**src/cpie_consts.vh**
```
// Constants for the core and peripheral interrupt enable block.
// Assumes a 32-bit Avalon-MM slave with word addresses in bytes.
`ifndef CPIE_CONSTS_VH
`define CPIE_CONSTS_VH

// Register byte offsets
`define CPIE_OFS_CORE_CTRL    5'h00
`define CPIE_OFS_PERIPH_EN1   5'h04
`define CPIE_OFS_PERIPH_FLAGS 5'h08
`define CPIE_OFS_PIN_CHG      5'h0C
`define CPIE_OFS_CORE_STAT    5'h10

// Core control register field positions
`define CPIE_BIT_GLB_EN 7
`define CPIE_BIT_GRP_EN 6
`define CPIE_BIT_TOVIE 5
`define CPIE_BIT_EXTIE 4
`define CPIE_BIT_PCIE  3
`define CPIE_BIT_TOVF  2
`define CPIE_BIT_EXTF  1
`define CPIE_BIT_PCF   0

// Peripheral enable register one, bit 2 unimplemented
`define CPIE_PEN1_IMPL_MASK 8'hFB

// Reset values
`define CPIE_RST_CORE_CTRL  8'h00
`define CPIE_RST_PERIPH_EN1 8'h00

// Handler entry vector
`define CPIE_VECTOR 16'h0004

// Number of monitored pin-change inputs
`define CPIE_PC_PINS 8

`endif

```
**src/cpie_irq_ctrl.v**
```verilog
// Core control and peripheral enable one registers with request logic.
// Assumes an Avalon-MM master on the system clock and that event
// sources and core pulses are synchronous one-cycle pulses.
//
// Operation
// - Global enable gates every interrupt request.
// - Peripheral group enable gates peripheral requests.
// - Bit 5 enables basic timer overflow.
// - Bit 2 flags basic timer overflow.
// - Bit 4 enables external pin interrupt.
// - Bit 1 flags external pin event.
// - Bit 3 enables pin-change interrupt.
// - Bit 0 set while any pin flag set.
// - Summary read-only, clears with pin flags.
// - Flags set regardless of any enable.
// - Peripheral bit 7 enables timer gate.
// - Peripheral bit 6 enables converter interrupt.
// - Peripheral bit 5 enables serial receive.
// - Peripheral bit 4 enables serial transmit.
// - Peripheral bit 3 enables sync serial.
// - Peripheral bit 2 always reads zero.
// - Peripheral bit 1 enables period match.
// - Peripheral bit 0 enables wide overflow.
// - All implemented bits reset to zero.
// - Taken interrupt clears global enable, vectors.
// - Return op sets global enable again.
`include "cpie_consts.vh"

module cpie_irq_ctrl #(
  parameter HAS_CONVERTER = 1              // Converter variant present
) (
  // Clock and reset
  input  wire        core_clk_in,
  input  wire        rstn_in,
  // Avalon-MM slave
  input  wire [4:0]  avs_address_in,
  input  wire        avs_read_in,
  input  wire        avs_write_in,
  input  wire [31:0] avs_writedata_in,
  input  wire [3:0]  avs_byteenable_in,
  output reg  [31:0] avs_readdata_out,
  output wire        avs_waitrequest_out,
  // Core-level event pulses
  input  wire        basic_timer_ovf_in,
  input  wire        ext_pin_event_in,
  input  wire [7:0]  pin_change_event_in,
  // Peripheral flags, levels held by each peripheral
  input  wire [7:0]  periph_flags_in,
  // Processor core side
  input  wire        irq_taken_in,
  input  wire        return_from_handler_op_in,
  output wire        irq_request_out,
  output reg         vector_load_out,
  output reg  [15:0] vector_addr_out
);

  // Register state
  reg        global_irq_enable_r;           // Core control bit 7
  reg        periph_group_irq_enable_r;     // Core control bit 6
  reg        basic_timer_ovf_irq_enable_r;  // Core control bit 5
  reg        ext_pin_irq_enable_r;          // Core control bit 4
  reg        pin_change_irq_enable_r;       // Core control bit 3
  reg        basic_timer_ovf_flag_r;        // Core control bit 2
  reg        ext_pin_irq_flag_r;            // Core control bit 1
  reg [7:0]  per_pin_change_flags_r;        // Per-pin change flags
  reg [7:0]  peripheral_irq_enable_one_r;   // Peripheral enables
  reg        ack_r;                         // Bus answer phase

  // Derived signals
  wire       pin_change_summary_flag;       // Core control bit 0
  wire [7:0] core_irq_control;              // Assembled readback
  wire [7:0] pen1_mask;                     // Implemented enable bits
  wire       core_req;                      // Core-level sources
  wire       periph_req;                    // Peripheral sources
  wire       wr_acc;                        // Accepted write
  wire       rd_acc;                        // Accepted read
  wire [7:0] wbyte;                         // Write data low byte

  // Mask for the converter enable on variants without it
  assign pen1_mask = HAS_CONVERTER ? `CPIE_PEN1_IMPL_MASK
                                   : (`CPIE_PEN1_IMPL_MASK & 8'hBF);

  // Summary flag follows the per-pin flags
  assign pin_change_summary_flag = |per_pin_change_flags_r;

  // Readback of the core control register
  assign core_irq_control = {global_irq_enable_r,
                             periph_group_irq_enable_r,
                             basic_timer_ovf_irq_enable_r,
                             ext_pin_irq_enable_r,
                             pin_change_irq_enable_r,
                             basic_timer_ovf_flag_r,
                             ext_pin_irq_flag_r,
                             pin_change_summary_flag};

  // Request to the core
  assign core_req = (basic_timer_ovf_flag_r & basic_timer_ovf_irq_enable_r)
                  | (ext_pin_irq_flag_r & ext_pin_irq_enable_r)
                  | (pin_change_summary_flag
                     & pin_change_irq_enable_r);
  assign periph_req = |(periph_flags_in & peripheral_irq_enable_one_r);
  assign irq_request_out = global_irq_enable_r
                         & (core_req | (periph_group_irq_enable_r
                                        & periph_req));

  // Bus handshake: one wait cycle, then accept
  assign avs_waitrequest_out = (avs_read_in | avs_write_in) & ~ack_r;
  assign wr_acc = avs_write_in & ack_r;
  assign rd_acc = avs_read_in & ack_r;
  assign wbyte  = avs_byteenable_in[0] ? avs_writedata_in[7:0]
                                       : 8'h00;

  // Answer phase toggles so each access takes two cycles
  always @(posedge core_clk_in or negedge rstn_in) begin
    if (!rstn_in) begin
      ack_r <= 1'b0;
    end else begin
      ack_r <= (avs_read_in | avs_write_in) & ~ack_r;
    end
  end

  // Read data register
  always @(posedge core_clk_in or negedge rstn_in) begin
    if (!rstn_in) begin
      avs_readdata_out <= 32'h00000000;
    end else if ((avs_read_in | avs_write_in) & ~ack_r) begin
      case (avs_address_in)
        `CPIE_OFS_CORE_CTRL:
          avs_readdata_out <= {24'h000000, core_irq_control};
        `CPIE_OFS_PERIPH_EN1:
          avs_readdata_out <= {24'h000000,
                               peripheral_irq_enable_one_r & pen1_mask};
        `CPIE_OFS_PERIPH_FLAGS:
          avs_readdata_out <= {24'h000000, periph_flags_in};
        `CPIE_OFS_PIN_CHG:
          avs_readdata_out <= {24'h000000, per_pin_change_flags_r};
        `CPIE_OFS_CORE_STAT:
          avs_readdata_out <= {31'h00000000, irq_request_out};
        default:               // Unmapped reads return zero
          avs_readdata_out <= 32'h00000000;
      endcase
    end
  end

  // Core control register, enables and flags
  always @(posedge core_clk_in or negedge rstn_in) begin
    if (!rstn_in) begin
      global_irq_enable_r          <= 1'b0;
      periph_group_irq_enable_r    <= 1'b0;
      basic_timer_ovf_irq_enable_r <= 1'b0;
      ext_pin_irq_enable_r         <= 1'b0;
      pin_change_irq_enable_r      <= 1'b0;
      basic_timer_ovf_flag_r       <= 1'b0;
      ext_pin_irq_flag_r           <= 1'b0;
    end else begin
      // Software write; flags are write-clear by writing zero
      if (wr_acc && avs_address_in == `CPIE_OFS_CORE_CTRL &&
          avs_byteenable_in[0]) begin
        global_irq_enable_r          <= wbyte[`CPIE_BIT_GLB_EN];
        periph_group_irq_enable_r    <= wbyte[`CPIE_BIT_GRP_EN];
        basic_timer_ovf_irq_enable_r <= wbyte[`CPIE_BIT_TOVIE];
        ext_pin_irq_enable_r         <= wbyte[`CPIE_BIT_EXTIE];
        pin_change_irq_enable_r      <= wbyte[`CPIE_BIT_PCIE];
        basic_timer_ovf_flag_r       <= basic_timer_ovf_flag_r
                                      & wbyte[`CPIE_BIT_TOVF];
        ext_pin_irq_flag_r           <= ext_pin_irq_flag_r
                                      & wbyte[`CPIE_BIT_EXTF];
      end
      // Core entry clears global enable, return sets it
      if (irq_taken_in && irq_request_out) begin
        global_irq_enable_r <= 1'b0;
      end else if (return_from_handler_op_in) begin
        global_irq_enable_r <= 1'b1;
      end
      // Events win over clears, set regardless of enables
      if (basic_timer_ovf_in) begin
        basic_timer_ovf_flag_r <= 1'b1;
      end
      if (ext_pin_event_in) begin
        ext_pin_irq_flag_r <= 1'b1;
      end
    end
  end

  // Per-pin change flags, write one to clear, set wins
  always @(posedge core_clk_in or negedge rstn_in) begin
    if (!rstn_in) begin
      per_pin_change_flags_r <= 8'h00;
    end else if (wr_acc && avs_address_in == `CPIE_OFS_PIN_CHG &&
                 avs_byteenable_in[0]) begin
      per_pin_change_flags_r <= (per_pin_change_flags_r & ~wbyte)
                              | pin_change_event_in;
    end else begin
      per_pin_change_flags_r <= per_pin_change_flags_r
                              | pin_change_event_in;
    end
  end

  // Peripheral enable register one
  always @(posedge core_clk_in or negedge rstn_in) begin
    if (!rstn_in) begin
      peripheral_irq_enable_one_r <= `CPIE_RST_PERIPH_EN1;
    end else if (wr_acc && avs_address_in == `CPIE_OFS_PERIPH_EN1 &&
                 avs_byteenable_in[0]) begin
      peripheral_irq_enable_one_r <= wbyte & pen1_mask;
    end
  end

  // Vector load pulse to the core on entry
  always @(posedge core_clk_in or negedge rstn_in) begin
    if (!rstn_in) begin
      vector_load_out <= 1'b0;
      vector_addr_out <= 16'h0000;
    end else begin
      vector_load_out <= irq_taken_in & irq_request_out;
      if (irq_taken_in && irq_request_out) begin
        vector_addr_out <= `CPIE_VECTOR;
      end
    end
  end

endmodule

```
**config.mk**
```make
export PLATFORM = sky130hd
export DESIGN_NAME = cpie_irq_ctrl
export DESIGN_NICKNAME = d
export VERILOG_FILES = /design/src/cpie_irq_ctrl.v
export VERILOG_INCLUDE_DIRS = /design/src
export SDC_FILE = /design/constraint.sdc
export NUM_CORES = 1
export LEC_CHECK = 0
export BUFFER_PORTS_ARGS = -buffer_cell sky130_fd_sc_hd__buf_4
export CAP_MARGIN = 20
export CORE_ASPECT_RATIO = 0.7
export CORE_MARGIN = 2
export CORE_UTILIZATION = 45
export DETAILED_ROUTE_END_ITERATION = 7
export HOLD_SLACK_MARGIN = 0.06
export PLACE_DENSITY = 0.93
export SLEW_MARGIN = 20
export SYNTH_ARGS = -nofsm -noshare
export SYNTH_HDL_FRONTEND = slang
export SYNTH_SLANG_ARGS = --single-unit
```
**constraint.sdc**
```tcl
create_clock -name core_clk_in -period 2.5 [get_ports core_clk_in]
set_input_delay 0.125 -clock core_clk_in [delete_from_list [all_inputs] [get_ports core_clk_in]]
set_output_delay 0.125 -clock core_clk_in [all_outputs]
set_load 0.01 [all_outputs]
```
==> summary.txt <==
Status -> finished, final reports clean
Most frequent cells in the layout -> buf_4 (51), conb_1 (39), dfrtp_1 (33), nand2_1 (17), dlygate4sd3_1 (13)
Crit path max-delay cell type -> dlygate4sd3_1
Final ANT Viol Nets -> 0
Distinct cells, synth -> 37
Wire length of the first global-routing pass -> 6670 um
FF-to-FF Start -> per_pin_change_flags_r[4]$_DFF_PN0_
Core Util, Final -> 0.598
Synth area leader -> dfrtp_1
Placed Area -> 0.00217 sq mm
Gr usage total -> 0.189
DRT Wirelength -> 4380 um
Vias per Instance -> 5.06
Leak -> 1.12 nW
Initial Util -> 0.480
Commonest non-fill, non-tap cell in the layout -> buf_4
Share of synthesized flip-flops with an asynchronous set or reset -> 1.00
Slew Limit Fails -> 0
WP data required -> 2.73 ns
First-pass DRT Iterations -> 4
Sequential share of the synthesized area -> 0.431
Min-Delay Path Class -> primary input to flip-flop
MaxCap Viol Count -> 0
Avg WL per Cell -> 14.6 um
Core area -> 0.00399 sq mm
Critical path startpoint -> per_pin_change_flags_r[4]$_DFF_PN0_
Tightest Pin Transition -> 0.721 ns
GRT overflow -> 0
FF+latch count, synth -> 33
Die Area -> 0.00481 sq mm
Mapped Cells -> 184
Ys flop type -> dfrtp_1
N_diodes -> 0
Setup TNS -> 0 ns
Critical path launch point type -> flip-flop
Hold Vio Cnt, Final -> 0
DRC -> 0
Layout cells sized above 1 -> 0.294
Dominant cells by area after synthesis -> dfrtp_1 (43%), buf_4 (16%), mux2i_1 (4.7%)
Hold-fix buffers, CTS -> 13
Via count -> 1,519
Finished Cell Area -> 0.00239 sq mm
Synth Warn # -> 0
Root buffer cell -> clkbuf_8
Min-delay src -> avs_writedata_in[0]
P&R area growth vs syn -> 24.5%
Total power density per cell area -> 514 mW/mm^2
DPL Wire Length -> 3360 um
Maximum clock rate -> 0.439 GHz
Port bufs -> 49
Cell Rows -> 19
RSZ-0062 raised after global routing -> false
R2R Setup Slk -> 0.22 ns
Die H -> 58.6 um
CP Capture Type -> flip-flop
Yosys top cell area share -> 0.431
Setup Crit Path Kind -> flip-flop to flip-flop
# resized after CTS -> 0
Vias in the first global route -> 1,371
Cell breakdown of the critical path -> nor4_1 -> nand2_1 -> a221o_1 -> a32oi_1 -> dlygate4sd3_1
Number of flops mapped to enable cells by yosys -> 0
Final setup fails -> 0
Fin Clk Skew -> 0.00452 ns
Crit-path max cell delay -> 0.57 ns
H-tree depth -> 2
I/O Pins -> 116
CP max FO -> 4
Arrival time at the worst endpoint -> 2.51 ns
Initial DRC count -> 96
Final period util -> 0.912
Initial antenna violation count -> 0
Layout fillers -> 359
Final-stage net count -> 312
CTS tree -> yes
Synth Cell Area -> 0.00192 sq mm
Clock sinks -> 33
Slew HR -> 0.516
CTS buffer count -> 5
Clock Tree Buf Depth -> 2
Number of post-CTS setup repair buffers -> 0
Worst vdd ir -> 0.394 mV
Worst-skew pair later-pin latency -> 0.29 ns
GP Congestion -> 0.878
Width of the chip -> 82.0 um
Worst-path clk slew -> 0.07 ns
Syn Area/Cell -> 10.4 sq um
Largest net degree at the start of global routing -> 34
Fin crit period -> 2.28 ns
==> power breakdown <==
part / internal (mW) / leakage, nW / switching [mW]
Clock: 0.193 / 0.0450 / 0.196
Sequential: 0.564 / 0.393 / 0.0272
Combinational: 0.127 / 0.686 / 0.121
==> synthesized netlist by cell type (all sizes together) (2+ instances only) <==
cell type,count
nand3,3
mux2i,9
clkbuf,3
nand2,17
a221oi,2
nor4,2
nor2,3
nor3b,2
o2bb2ai,6
and2,3
o21ai,10
nand2b,2
dfrtp,33
a22oi,8
inv,2
buf,43
a21o,8
nor3,2
mux2,11
==> per-stage QoR <==
step / std cells / hold WS, ns / total power, mW / setup WS (ns)
finish: 300 / 0.0766 / 1.23 / 0.220
global route: 300 / 0.0779 / 1.28 / 0.156
CTS: 300 / 0.0710 / 1.23 / 0.270
detailed placement: 279 / 0.0912 / 0.827 / 0.648
global placement: 279 / 0.0823 / 0.819 / 0.671
floorplan: 222 / -0.171 / 0.762 / 0.817
==> state kept, by name, summed over array words and instances (netlist names) <==
signal,flops
avs_readdata_out,8
ext_pin_irq_enable_r,1
global_irq_enable_r,1
peripheral_irq_enable_one_r,7
vector_addr_out,1
periph_group_irq_enable_r,1
per_pin_change_flags_r,8
ack_r,1
ext_pin_irq_flag_r,1
vector_load_out,1
basic_timer_ovf_flag_r,1
basic_timer_ovf_irq_enable_r,1
pin_change_irq_enable_r,1
==> final timing paths <==
kind / endpoint / cells past startpoint
max in group asynchronous: avs_readdata_out[1]$_DFFE_PN0P_ / 2
worst min-delay path: peripheral_irq_enable_one_r[0]$_DFFE_PN0P_ / 2
worst min register to register: vector_addr_out[2]$_DFFE_PN0P_ / 1
min in group asynchronous: per_pin_change_flags_r[4]$_DFF_PN0_ / 2
worst max-delay path: global_irq_enable_r$_DFFE_PN0P_ / 5
worst max register to register: global_irq_enable_r$_DFFE_PN0P_ / 5
==> final cells by class <==
type                       instances  area (sq um)  area share
sequential                        33           826       0.346
inverter                           2          7.51     0.00314
tap                               52          65.1      0.0273
clock buffer                       6          72.6      0.0304
timing repair buffer              64           513       0.215
clock inverter                     2          10.0     0.00419
multi-input combinational        141           893       0.374
==> cells by family (layout without fill, tap and decap cells) <==
| logic type | Yosys count | after routing | synth area share |
|---|---|---|---|
| buffers and inverters | 48 | 74 | 0.178 |
| AOI/OAI and AO/OA | 43 | 43 | 0.163 |
| and+or+nand+nor | 39 | 39 | 0.107 |
| DFF | 33 | 33 | 0.431 |
| muxes | 20 | 20 | 0.119 |
| other | 1 | 39 | 0.00196 |
==> critical path: cells and delay by family (launching register included) <==
family	cells	cell delay (ns)
AO/OA/AOI/OAI	2	0.65
buffers and inverters	1	0.57
flip-flops	1	0.42
AND/OR/NAND/NOR	2	0.60
==> routing by layer <==
layer  wire, um  vias up  global-route usage  part of all wire
met3        293        6              0.0445             0.067
met1       2020      746               0.263              0.46
met4         56        0              0.0643             0.013
met2       2010       59               0.290              0.46
li1           -      708                   -                 -
met5          0        -                   0                 0
(Power assumes the default switching activity.)
